**src/rtl/act_input_regs.vh**
```
/*
 Constants for the actuator fieldbus input register decoder.
 Assumes inclusion by bare name from the design files under rtl/.
*/
`ifndef ACT_INPUT_REGS_VH
`define ACT_INPUT_REGS_VH

// ==========================================================
// Register indices (word addresses on the register port)
`define SETPOINT_IDX 16'h0000
`define COMMAND_IDX 16'h0001
// ==========================================================
// Function codes of the link
`define FN_READ_HOLD 8'h03
`define FN_WRITE_SINGLE 8'h06
`define FN_WRITE_MULTI 8'h10
// ==========================================================
// Field positions of the command word
`define CMD_OPEN_BIT 0
`define CMD_CLOSE_BIT 1
`define CMD_STOP_BIT 2
`define CMD_URG_OPEN_BIT 3
`define CMD_URG_SHUT_BIT 4
`define CMD_BLOCK_BIT 5
`define CMD_POS_OFF_BIT 6
`define CMD_TOGGLE_BIT 7
`define SETPOINT_WIDTH 10
// ==========================================================
// Reset values
`define SETPOINT_RESET 16'h0000
`define COMMAND_RESET 16'h0000
`define TIMEOUT_RESET 7'h00
`define SWAP_RESET 1'b0
`define REACTION_RESET 4'h0
// ==========================================================
// Timing: timeout setting counts tenths of a second
`define TENTH_SECOND_NS 100000000
`define CLOCK_PERIOD_NS 10
`define TENTH_CYCLES (`TENTH_SECOND_NS / `CLOCK_PERIOD_NS)
`define TIMEOUT_MAX 7'h64
`define STACK_RESTART_CYCLES 5'h10
// ==========================================================
// Fault reaction codes
`define REACT_IGNORE 4'h0
`define REACT_STOP 4'h1
`define REACT_OPEN 4'h2
`define REACT_CLOSE 4'h3
`define REACT_EMERG_POS 4'h4
`define REACT_EMERG_OPEN 4'h5
`define REACT_EMERG_CLOSE 4'h6
`define REACT_LAST_VALID 4'h7
`define REACT_FAIL_SAFE 4'h8

`endif

```
**src/rtl/actuator_bus_input_decoder.v**
```verilog
/*
 Input register decoder of a valve actuator on an industrial Ethernet link.
 Assumes a protocol front end that delivers one register access at a time
 as a request strobe with function code, register index and data word.
 All inputs come from logic on the same clock except the local selector
 mode, which is a pin and is synchronised here.
*/
`timescale 1ns/1ns
`default_nettype none
`include "act_input_regs.vh"

// Contract
// - Address settings change restarts protocol stack
// - Swap selected: exchange low and high bytes
// - Writes by functions 6 and 16
// - Function 3 reads back register contents
// - Set point uses low ten bits
// - Bit 0 opens, remote only
// - Bit 1 closes, remote only
// - Bit 2 stops, remote only
// - Bit 3 urgent open, any mode
// - Bit 4 urgent shut, any mode
// - Bit 5 blocks drive in all modes
// - Bit 7 toggle feeds bus watchdog
// - Timeout 0.0 to 10.0 s, zero disables
// - Bit 6 disables positioner in remote
// - Swap setting is 0 or 1
module actuator_bus_input_decoder #(
    parameter integer TENTH_CYCLES = `TENTH_CYCLES
) (
    // Clock and reset
    input wire clock,
    input wire rst,
    // Register access from the protocol front end
    input wire req_valid,
    input wire [7:0] req_function,
    input wire [15:0] req_index,
    input wire [15:0] req_wdata,
    output reg resp_valid_reg,
    output reg resp_error_reg,
    output reg [15:0] resp_rdata_reg,
    // Device settings
    input wire [1:0] address_assign_mode,
    input wire [31:0] fixed_address,
    input wire [31:0] netmask,
    input wire byte_order_swap_select,
    input wire [6:0] toggle_timeout_setting,
    input wire [3:0] bus_fault_reaction,
    input wire link_fault,
    input wire fault_ack,
    // Operating mode pin: high is remote
    input wire remote_mode_pin,
    // Drive outputs
    output reg [9:0] position_reg,
    output reg drive_open_reg,
    output reg drive_shut_reg,
    output reg drive_stop_reg,
    output reg urgent_drive_open_reg,
    output reg urgent_drive_shut_reg,
    output reg emergency_position_reg,
    output reg fail_safe_reg,
    output reg drive_blocked_reg,
    output reg positioner_off_reg,
    output reg watchdog_fault_reg,
    output reg bus_fault_reg,
    output reg stack_restart_reg
);

    // ==========================================================
    // Declarations
    reg [15:0] position_setpoint_reg;
    reg [15:0] drive_command_bits_reg;
    reg swap_reg;
    reg [6:0] timeout_reg;
    reg [3:0] reaction_reg;
    reg [2:0] remote_sync_reg;
    reg remote_reg;
    reg [1:0] mode_seen_reg;
    reg [31:0] addr_seen_reg;
    reg [31:0] mask_seen_reg;
    reg settings_primed_reg;
    reg [4:0] restart_count_reg;
    reg [15:0] last_setpoint_reg;
    reg [15:0] last_command_reg;
    wire [15:0] wdata_host;
    wire [15:0] rdata_host;
    wire [15:0] rdata_bus;
    wire is_write;
    wire is_read;
    wire index_ok;
    wire wd_fault;
    wire any_fault;
    wire addr_changed;
    wire [15:0] cmd_eff;
    wire [15:0] sp_eff;

    assign is_write = (req_function == `FN_WRITE_SINGLE)
                      || (req_function == `FN_WRITE_MULTI);
    assign is_read = (req_function == `FN_READ_HOLD);
    assign index_ok = (req_index == `SETPOINT_IDX) || (req_index == `COMMAND_IDX);
    assign rdata_host = (req_index == `SETPOINT_IDX) ? position_setpoint_reg
                                                      : drive_command_bits_reg;

    // ==========================================================
    // Byte order on both directions of the link
    byte_lane_swap u_swap_in (
        .swap_en(swap_reg),
        .word_in(req_wdata),
        .word_out(wdata_host)
    );

    byte_lane_swap u_swap_out (
        .swap_en(swap_reg),
        .word_in(rdata_host),
        .word_out(rdata_bus)
    );

    // ==========================================================
    // Watchdog on the toggle bit of the command word
    toggle_watchdog #(
        .TENTH_CYCLES(TENTH_CYCLES)
    ) u_watchdog (
        .clock(clock),
        .rst(rst),
        .timeout_tenths(timeout_reg),
        .toggle_bit(drive_command_bits_reg[`CMD_TOGGLE_BIT]),
        .clear_fault(fault_ack),
        .fault_reg(wd_fault)
    );

    // ==========================================================
    // Settings capture
    // Swap setting is a single bit, so only 0 and 1 can exist
    always @(posedge clock) begin
        if (rst) begin
            swap_reg <= `SWAP_RESET;
            timeout_reg <= `TIMEOUT_RESET;
            reaction_reg <= `REACTION_RESET;
        end else begin
            swap_reg <= byte_order_swap_select;
            // Beyond 10.0 s the timeout is held at its top
            if (toggle_timeout_setting > `TIMEOUT_MAX)
                timeout_reg <= `TIMEOUT_MAX;
            else
                timeout_reg <= toggle_timeout_setting;
            // Codes above 8 fall back to ignore
            if (bus_fault_reaction > `REACT_FAIL_SAFE)
                reaction_reg <= `REACT_IGNORE;
            else
                reaction_reg <= bus_fault_reaction;
        end
    end

    // ==========================================================
    // Mode pin synchroniser; change counts once stages two and three agree
    always @(posedge clock) begin
        if (rst) begin
            remote_sync_reg <= 3'h0;
            remote_reg <= 1'b0;
        end else begin
            remote_sync_reg <= {remote_sync_reg[1:0], remote_mode_pin};
            if (remote_sync_reg[1] == remote_sync_reg[2])
                remote_reg <= remote_sync_reg[2];
        end
    end

    // ==========================================================
    // Stack restart on a change of address settings
    // First cycle after reset only records, so reset alone triggers nothing
    assign addr_changed = settings_primed_reg
                          && (mode_seen_reg != address_assign_mode
                              || addr_seen_reg != fixed_address
                              || mask_seen_reg != netmask);

    always @(posedge clock) begin
        if (rst) begin
            mode_seen_reg <= 2'h0;
            addr_seen_reg <= 32'h0000_0000;
            mask_seen_reg <= 32'h0000_0000;
            settings_primed_reg <= 1'b0;
            restart_count_reg <= 5'h00;
            stack_restart_reg <= 1'b0;
        end else begin
            mode_seen_reg <= address_assign_mode;
            addr_seen_reg <= fixed_address;
            mask_seen_reg <= netmask;
            settings_primed_reg <= 1'b1;
            if (addr_changed) begin
                restart_count_reg <= `STACK_RESTART_CYCLES;
                stack_restart_reg <= 1'b1;
            end else if (restart_count_reg != 5'h00) begin
                restart_count_reg <= restart_count_reg - 5'h01;
                stack_restart_reg <= (restart_count_reg != 5'h01);
            end else begin
                stack_restart_reg <= 1'b0;
            end
        end
    end

    // ==========================================================
    // Register access; a restart of the stack refuses requests
    always @(posedge clock) begin
        if (rst) begin
            position_setpoint_reg <= `SETPOINT_RESET;
            drive_command_bits_reg <= `COMMAND_RESET;
            resp_valid_reg <= 1'b0;
            resp_error_reg <= 1'b0;
            resp_rdata_reg <= 16'h0000;
        end else begin
            resp_valid_reg <= req_valid;
            resp_error_reg <= 1'b0;
            if (req_valid) begin
                if (stack_restart_reg || !index_ok || !(is_write || is_read)) begin
                    resp_error_reg <= 1'b1;
                    resp_rdata_reg <= 16'h0000;
                end else if (is_write) begin
                    if (req_index == `SETPOINT_IDX)
                        position_setpoint_reg <= wdata_host;
                    else
                        drive_command_bits_reg <= wdata_host;
                    resp_rdata_reg <= req_wdata;
                end else begin
                    resp_rdata_reg <= rdata_bus;
                end
            end
        end
    end

    // ==========================================================
    // Last valid values, frozen while the bus is in fault
    assign any_fault = wd_fault | link_fault;

    always @(posedge clock) begin
        if (rst) begin
            last_setpoint_reg <= `SETPOINT_RESET;
            last_command_reg <= `COMMAND_RESET;
            bus_fault_reg <= 1'b0;
            watchdog_fault_reg <= 1'b0;
        end else begin
            bus_fault_reg <= any_fault;
            watchdog_fault_reg <= wd_fault;
            if (!any_fault) begin
                last_setpoint_reg <= position_setpoint_reg;
                last_command_reg <= drive_command_bits_reg;
            end
        end
    end

    // Hold last valid keeps the frozen words; other reactions use live ones
    assign cmd_eff = (any_fault && reaction_reg == `REACT_LAST_VALID)
                     ? last_command_reg : drive_command_bits_reg;
    assign sp_eff = (any_fault && reaction_reg == `REACT_LAST_VALID)
                    ? last_setpoint_reg : position_setpoint_reg;

    // ==========================================================
    // Drive decode
    // Block beats everything; urgent moves work in local too
    always @(posedge clock) begin
        if (rst) begin
            position_reg <= 10'h000;
            drive_open_reg <= 1'b0;
            drive_shut_reg <= 1'b0;
            drive_stop_reg <= 1'b0;
            urgent_drive_open_reg <= 1'b0;
            urgent_drive_shut_reg <= 1'b0;
            emergency_position_reg <= 1'b0;
            fail_safe_reg <= 1'b0;
            drive_blocked_reg <= 1'b0;
            positioner_off_reg <= 1'b0;
        end else begin
            // Upper reserved bits are dropped, not checked
            position_reg <= sp_eff[`SETPOINT_WIDTH-1:0];
            drive_blocked_reg <= cmd_eff[`CMD_BLOCK_BIT];
            positioner_off_reg <= remote_reg && cmd_eff[`CMD_POS_OFF_BIT];
            drive_open_reg <= 1'b0;
            drive_shut_reg <= 1'b0;
            drive_stop_reg <= 1'b0;
            urgent_drive_open_reg <= 1'b0;
            urgent_drive_shut_reg <= 1'b0;
            emergency_position_reg <= 1'b0;
            fail_safe_reg <= 1'b0;
            if (cmd_eff[`CMD_BLOCK_BIT]) begin
                drive_stop_reg <= 1'b1;
            end else if (any_fault && reaction_reg != `REACT_IGNORE
                         && reaction_reg != `REACT_LAST_VALID) begin
                case (reaction_reg)
                    `REACT_STOP: drive_stop_reg <= 1'b1;
                    `REACT_OPEN: drive_open_reg <= 1'b1;
                    `REACT_CLOSE: drive_shut_reg <= 1'b1;
                    `REACT_EMERG_POS: emergency_position_reg <= 1'b1;
                    `REACT_EMERG_OPEN: urgent_drive_open_reg <= 1'b1;
                    `REACT_EMERG_CLOSE: urgent_drive_shut_reg <= 1'b1;
                    `REACT_FAIL_SAFE: fail_safe_reg <= 1'b1;
                    default: drive_stop_reg <= 1'b1;
                endcase
            end else if (cmd_eff[`CMD_URG_OPEN_BIT]) begin
                urgent_drive_open_reg <= 1'b1;
            end else if (cmd_eff[`CMD_URG_SHUT_BIT]) begin
                urgent_drive_shut_reg <= 1'b1;
            end else if (remote_reg) begin
                // Stop outranks open and close when several are set
                if (cmd_eff[`CMD_STOP_BIT])
                    drive_stop_reg <= 1'b1;
                else if (cmd_eff[`CMD_OPEN_BIT] && !cmd_eff[`CMD_CLOSE_BIT])
                    drive_open_reg <= 1'b1;
                else if (cmd_eff[`CMD_CLOSE_BIT] && !cmd_eff[`CMD_OPEN_BIT])
                    drive_shut_reg <= 1'b1;
                else if (cmd_eff[`CMD_OPEN_BIT])
                    drive_stop_reg <= 1'b1;
            end
        end
    end

endmodule
`default_nettype wire

```
**src/rtl/byte_lane_swap.v**
```verilog
/*
 Optional exchange of the two bytes of a 16-bit register word.
 Assumes a pure combinational use; the select is a registered level.
*/
`timescale 1ns/1ns
`default_nettype none

module byte_lane_swap (
    // Control
    input wire swap_en,
    // Data
    input wire [15:0] word_in,
    output wire [15:0] word_out
);

    // ==========================================================
    // Swap
    // Low byte 0..7 trades places with high byte 8..15
    assign word_out = swap_en ? {word_in[7:0], word_in[15:8]} : word_in;

endmodule
`default_nettype wire

```
**src/rtl/toggle_watchdog.v**
```verilog
/*
 Bus watchdog that expects the master's liveness bit to flip in time.
 Assumes the toggle bit arrives as a registered level on the same clock.
*/
`timescale 1ns/1ns
`default_nettype none
`include "act_input_regs.vh"

module toggle_watchdog #(
    parameter integer TENTH_CYCLES = `TENTH_CYCLES
) (
    // Clock and reset
    input wire clock,
    input wire rst,
    // Settings and observed bit
    input wire [6:0] timeout_tenths,
    input wire toggle_bit,
    input wire clear_fault,
    // Result
    output reg fault_reg
);

    reg toggle_last_reg;
    reg [31:0] tick_reg;
    reg [6:0] tenths_reg;
    wire flipped;
    wire tick_done;

    assign flipped = toggle_bit ^ toggle_last_reg;
    assign tick_done = (tick_reg == TENTH_CYCLES - 1);

    // ==========================================================
    // Timer
    // Any flip restarts the whole interval; zero disables the monitor
    always @(posedge clock) begin
        if (rst) begin
            toggle_last_reg <= 1'b0;
            tick_reg <= 32'h0000_0000;
            tenths_reg <= 7'h00;
            fault_reg <= 1'b0;
        end else begin
            toggle_last_reg <= toggle_bit;
            if (timeout_tenths == 7'h00 || flipped) begin
                tick_reg <= 32'h0000_0000;
                tenths_reg <= 7'h00;
            end else if (tick_done) begin
                tick_reg <= 32'h0000_0000;
                if (tenths_reg != 7'h7f)
                    tenths_reg <= tenths_reg + 7'h01;
            end else begin
                tick_reg <= tick_reg + 32'h0000_0001;
            end
            // Expiry sets, and it wins over a clear in the same cycle
            if (timeout_tenths != 7'h00 && !flipped && tick_done
                    && tenths_reg + 7'h01 >= timeout_tenths)
                fault_reg <= 1'b1;
            else if (clear_fault || timeout_tenths == 7'h00)
                fault_reg <= 1'b0;
        end
    end

endmodule
`default_nettype wire

```
**config.mk**
```make
export PLATFORM = sky130hd
export DESIGN_NAME = actuator_bus_input_decoder
export DESIGN_NICKNAME = d
export VERILOG_FILES = /design/src/rtl/actuator_bus_input_decoder.v /design/src/rtl/byte_lane_swap.v /design/src/rtl/toggle_watchdog.v
export VERILOG_INCLUDE_DIRS = /design/src /design/src/rtl
export SDC_FILE = /design/constraint.sdc
export NUM_CORES = 1
export LEC_CHECK = 0
export BUFFER_PORTS_ARGS = -buffer_cell sky130_fd_sc_hd__buf_2
export CORE_MARGIN = 2
export CORE_UTILIZATION = 40
export DETAILED_ROUTE_END_ITERATION = 10
export HOLD_SLACK_MARGIN = 0.15
export SYNTH_ARGS = -nofsm -noshare
export SYNTH_HDL_FRONTEND = slang
export SYNTH_HIERARCHICAL = 1
export SYNTH_SLANG_ARGS = --single-unit
```
**constraint.sdc**
```tcl
create_clock -name clock -period 4.71 [get_ports clock]
set_clock_uncertainty 0.2 [all_clocks]
set_input_delay 0.942 -clock clock [delete_from_list [all_inputs] [get_ports clock]]
set_output_delay 0.942 -clock clock [all_outputs]
set_load 0.02 [all_outputs]
```
==> After elaboration in Yosys (flattened, before gate mapping) <==
Cells that the tools add are included.
{ "op_classes": {"eq_ne": 19, "n_mux": 50, "shift": 0, "add_sub_neg": 3, "reduce_logical": 43, "mul": 0, "order_cmp": 3, "div_mod_pow": 0, "n_bitwise": 6} }
{ "ops": {"columns": ["cell", "count"], "rows": [
  ["$mux W16", 5],
  ["$ne A32 B32 Y1", 2],
  ["$mux W1", 40],
  ["$add A32 B1 Y32 const B", 1],
  ["$eq A32 B24 Y1 const B", 1],
  ["$eq A16 B1 Y1 const B", 1],
  ["$eq A4 B3 Y1 const B", 4],
  ["$logic_not A16 Y1", 1],
  ["$mux W7", 2],
  ["$reduce_or A2 Y1", 6],
  ["$logic_and A1 B1 Y1", 10],
  ["$mux W10", 1],
  ["$mux W5", 2],
  ["$logic_or A1 B1 Y1", 9],
  ["$eq A4 B2 Y1 const B", 2],
  ["$eq A8 B2 Y1 const B", 1],
  ["$eq A8 B3 Y1 const B", 1],
  ["$eq A8 B5 Y1 const B", 1],
  ["$reduce_and A4 Y1", 2],
  ["$add A7 B1 Y7 const B", 1],
  ["$ge A7 B7 Y1", 1],
  ["$gt A7 B7 Y1 const B", 1],
  ["$logic_not A7 Y1", 1],
  ["$ne A7 B7 Y1 const B", 1],
  ["18 further kinds", 27]
]} }
{ "totals": {"memories": 0, "rom_bits": 0, "in_bits": 124, "out_inout_bits": 40, "ram_bits": 0, "latch_bits": 0, "reg_bits": 218} }

==> Longest topological paths before layout <==
{ "depth": {"word_depth": 13, "depth_mapped": 9, "ltp_nobuf": 8} }

==> Hierarchy <==
The synthesis kept the hierarchy.
{ "modules_own_cells": {"columns": ["mod", "cells_per_inst", "area_each_um2", "instances"], "rows": [
  ["actuator_bus_input_decoder", 732, 7206.9, 1],
  ["toggle_watchdog", 255, 2239.6, 1],
  ["byte_lane_swap", 18, 249.0, 2]
]} }

==> Worst setup path before layout <==
No wires, ideal clock.
{ "synth_path": {"kind": "in2reg", "start": "in req_index[5]", "end": "reg resp_rdata_reg[6]", "arrival_ns": 2.801, "path_stages": 9, "path_slack_ns": 1.581, "n_path_buf": 1, "cell_sequence": "nor4_1 -> nand4_2 -> nor2_4 -> buf_2 -> mux2_1 -> mux2_4 -> mux2i_1 -> a2bb2oi_1 -> nor2_1"} }
{ "synth_via": {"word_cells_on_any_way": 10} }
{ "synth_rtl": {"columns": ["item", "line", "rtl"], "rows": [
  ["start: declaration", "actuator_bus_input_decoder.v:37", "input wire [15:0] req_index,"],
  ["$logic_not A16 Y1 (no line)", null, null],
  ["$mux W16", "actuator_bus_input_decoder.v:101", "assign rdata_host = (req_index == `SETPOINT_IDX) ? position_setpoint_reg"],
  ["net rdata_host[6]", "actuator_bus_input_decoder.v:86", "wire [15:0] rdata_host;"],
  ["$mux W16", "byte_lane_swap.v:19", "assign word_out = swap_en ? {word_in[7:0], word_in[15:8]} : word_in;"],
  ["net rdata_bus[6]", "actuator_bus_input_decoder.v:87", "wire [15:0] rdata_bus;"],
  ["$mux W16", "actuator_bus_input_decoder.v:216", "end else if (is_write) begin"],
  ["$mux W16", "actuator_bus_input_decoder.v:213", "if (stack_restart_reg || !index_ok || !(is_write || is_read)) begin"],
  ["end signal: assignment", "actuator_bus_input_decoder.v:221", "resp_rdata_reg <= req_wdata;"],
  ["end signal: assignment", "actuator_bus_input_decoder.v:223", "resp_rdata_reg <= rdata_bus;"],
  ["end: declaration", "actuator_bus_input_decoder.v:41", "output reg [15:0] resp_rdata_reg,"]
]} }
The timed path passes the listed nets, and every way through them passes these cells.
A chain may end at the register's enable or synchronous reset.

==> Final worst setup path <==
{ "layout_path": {"start": "reg u_watchdog.fault_reg", "end": "reg drive_shut_reg"} }
{ "layout_via": {"elab_chain_cells": 12, "word_cells_on_any_way": 17} }
{ "layout_rtl": {"columns": ["item", "line", "rtl"], "rows": [
  ["start: declaration", "toggle_watchdog.v:20", "output reg fault_reg"],
  ["start signal: assignment", "toggle_watchdog.v:40", "fault_reg <= 1'b0;"],
  ["start signal: assignment", "toggle_watchdog.v:56", "fault_reg <= 1'b1;"],
  ["start signal: assignment", "toggle_watchdog.v:58", "fault_reg <= 1'b0;"],
  ["$or A1 B1 Y1 *", "actuator_bus_input_decoder.v:231", "assign any_fault = wd_fault | link_fault;"],
  ["$logic_and A1 B1 Y1 (no line)", null, null],
  ["$mux W7", "actuator_bus_input_decoder.v:250", "assign cmd_eff = (any_fault && reaction_reg == `REACT_LAST_VALID)"],
  ["$logic_not A1 Y1", "actuator_bus_input_decoder.v:306", "else if (cmd_eff[`CMD_CLOSE_BIT] && !cmd_eff[`CMD_OPEN_BIT])"],
  ["$logic_and A1 B1 Y1", "actuator_bus_input_decoder.v:306", null],
  ["$mux W1", "actuator_bus_input_decoder.v:306", null],
  ["$mux W1", "actuator_bus_input_decoder.v:304", "else if (cmd_eff[`CMD_OPEN_BIT] && !cmd_eff[`CMD_CLOSE_BIT])"],
  ["$mux W1", "actuator_bus_input_decoder.v:302", "if (cmd_eff[`CMD_STOP_BIT])"],
  ["$mux W1", "actuator_bus_input_decoder.v:300", "end else if (remote_reg) begin"],
  ["$mux W1", "actuator_bus_input_decoder.v:298", "end else if (cmd_eff[`CMD_URG_SHUT_BIT]) begin"],
  ["$mux W1", "actuator_bus_input_decoder.v:296", "end else if (cmd_eff[`CMD_URG_OPEN_BIT]) begin"],
  ["$mux W1", "actuator_bus_input_decoder.v:284", "end else if (any_fault && reaction_reg != `REACT_IGNORE"],
  ["end signal: assignment", "actuator_bus_input_decoder.v:276", "drive_shut_reg <= 1'b0;"],
  ["end signal: assignment", "actuator_bus_input_decoder.v:289", "`REACT_CLOSE: drive_shut_reg <= 1'b1;"],
  ["end signal: assignment", "actuator_bus_input_decoder.v:307", "drive_shut_reg <= 1'b1;"],
  ["end: declaration", "actuator_bus_input_decoder.v:56", "output reg drive_shut_reg,"]
]} }
Mark *: on every way between the ends. The rest lies on a longest branch, timed or not.

==> impl_metrics.toml <==
[global_route]
antenna_found_initial = 2
overflow = 0
grt_pass1_wl_microns = 35900
grt_max_degree = 86
grt_pass1_vias = 7037
gr-usage-all-layers = 0.165

[yosys]
yosysWarnings = 6
yosys_most_used_dff = "dfxtp_1"
synth.distinct_cells = 81
synth_area_leaders = "dfxtp_1 44%, xnor2_1 7.0%, mux2i_1 5.5%"
ys_seq_area_frac = 0.439
syn_nets = 1159
yosysTopAreaCell = "dfxtp_1"
synthDominantCellAreaShare = 0.439
synth_edf_count = 0
synth.avg_cell_area_sq_um = 9.72
async_flop_share = 0
syn_area_sq_mm = 0.00994
ys_ff_latch = 218
syn_inst = 1023

[detailed_routing]
dr.pass1.iters = 4
routed_wl_microns = 21800
route.detailed.drc = 0
wl_per_cell_microns = 14.4
drt_iter0_markers = 400
ant_nets = 0
via_count = 7448
vias_per_cell = 4.93

[critical_path]
worstSetupPathType = "reg2reg"
start_kind = "flip-flop"
cp_max_fo = 19
reg2reg_depth = 5
arrival_ns = 3.34
cp_cell_sequence = "or2_1 > nand3_1 > mux2i_1 > nor4bb_1 > a31o_1"
crit_slowest_cell = "or2_1"
cp_data_required_time_ns = 4.98
crit_path_end_kind = "flip-flop"
crit_family = "simple AND/OR/NAND/NOR gates"
cp.depth = 5
critPathMaxStageDelay_ns = 0.59
critPathBufInv = 0

[timing]
report.final.hold_viol_count = 0
rsz0062_at_grt = "no"
tightest_slew_ns = 0.939
max_freq_mhz = 326
finalMaxSlewViolations = 0
finalSetupViolCount = 0
tns_ns = 0
post-route-period-util = 0.652
relSlewSlack = 0.374
period_needed_ns = 3.07

[final_layout]
antenna-diode-count = 0
drive_gt1_frac = 0.231
syn2layout_area_growth_pct = 18.0
fin_nets = 1307
post_layout_nonfiller_instances = 1512

[clock_network]
cts_root_buffer = "clkbuf_16"
clk_latency_ns = 0.52
cts_tree = "done"
cts_buffers = 25
cts_resized = 0
h-tree-depth = 1
cts_setup_buffers = 0
clk_pin_slew_ns = 0.06
cts_buffer_depth = 3
clock_sinks = 218
ctsHoldBuffers = 0

[job]
cap_violations = 0

[floorplan]
dieWidth_microns = 162
die_area_sq_mm = 0.0261
start_util = 0.408
pin_count = 164
rows = 57
die_h_microns = 162
coreArea_sq_mm = 0.0244

[min_path]
min_path_type = "reg2reg"
min_path_cells = 1

[pwr]
p_leak_uw = 0.00469
cellPowerDensity_mw_per_mm2 = 362
max-vdd-ir-drop_v = 0.000258

[placed_design]
place_congestion = 0.805
dp_cells = 1468
hpwl_microns = 15400
port_buffers = 163

[outcome]
outcome = "finished, final reports clean"
-- stage by stage --
| step | instance area (sq um) | utilization | worst slack (ns) | hold WS (ns) | power [uW] |
|---|---|---|---|---|---|
| final | 11700 | 0.481 | 1.64 | 0.235 | 4250 |
| after global routing | 11700 | 0.481 | 1.46 | 0.265 | 4440 |
| after CTS | 11700 | 0.481 | 1.64 | 0.240 | 4310 |
| after detailed placement | 10900 | 0.446 | 1.19 | 0.225 | 2300 |
| after global placement | 10900 | 0.446 | 1.25 | 0.220 | 2300 |
| after floorplan | 9940 | - | 1.58 | 0.214 | 2190 |
-- logic make-up after synthesis --
kind of cell / Yosys count / synth area share
fa+ha+maj: 12 / 0.0151
buf+inv: 62 / 0.0404
compound gates: 98 / 0.0640
flops: 218 / 0.439
xor+xnor: 99 / 0.0872
mux: 106 / 0.121
simple gates: 428 / 0.234
-- worst reg2reg max path, cell delays in order, from the launching register on --
cell	delay, ns
dfxtp_1	0.51
or2_1	0.59
nand3_1	0.59
mux2i_1	0.49
nor4bb_1	0.45
a31o_1	0.20
-- synth_stat cells, drive strengths merged, types with 6 or more instances --
cell,count
nand2,127
nand3,28
a21oi,40
clkbuf,26
nor2,76
nand4,33
and3,13
nor4,15
and2,10
dfxtp,218
or4,7
mux2i,55
buf,22
a2bb2oi,16
nor3,11
o21ai,16
mux2,51
xor2,19
ha,12
and4,6
inv,13
nor2b,74
xnor2,80
-- layout make-up --
type	count	area (sq um)
Tap cell	324	405
Clock buffer	39	748
Inverter	14	52.6
Fill cell	2327	12700
Timing Repair Buffer	169	863
Sequential cell	218	4370
Clock inverter	5	104
Multi-Input combinational cell	743	5190
-- path summary, 6_finish.rpt --
| path | start | to | slack, ns |
|---|---|---|---|
| max | u_watchdog/fault_reg$_SDFFE_PP0P_ | drive_shut_reg$_SDFF_PP0_ | 1.64 |
| min reg2reg | remote_sync_reg[0]$_SDFF_PP0_ | remote_sync_reg[1]$_SDFF_PP0_ | 0.23 |
| min | remote_sync_reg[0]$_SDFF_PP0_ | remote_sync_reg[1]$_SDFF_PP0_ | 0.23 |
| max reg2reg | u_watchdog/fault_reg$_SDFFE_PP0P_ | drive_shut_reg$_SDFF_PP0_ | 1.64 |
-- layer usage --
layer  GRT usage  share of wire
met1       0.234           0.49
met2       0.256           0.42
met3      0.0447          0.074
met4      0.0302          0.014
met5           0        0.00060
-- placed cells by master (no fill, tap or decap), drive strengths merged, types with 5 or more instances in the layout --
master,netlist,final
a21oi,40,40
a2bb2oi,16,16
and2,10,10
and3,13,13
and4,6,6
buf,22,169
clkbuf,26,39
dfxtp,218,218
ha,12,12
inv,13,13
mux2,51,51
mux2i,55,55
nand2,127,127
nand3,28,28
nand4,33,33
nor2,76,76
nor2b,74,74
nor3,11,11
nor4,15,15
o21ai,16,16
or3,5,5
or4,7,7
xnor2,80,80
xor2,19,19
-- where the power goes --
part	total, uW	leakage, uW	internal [uW]	switching (uW)
Sequential	1930	0.00178	1890	36.8
Clock	1990	0.000418	1250	745
Combinational	327	0.00249	162	165
No activity file was read; power rests on OpenSTA's default activity.
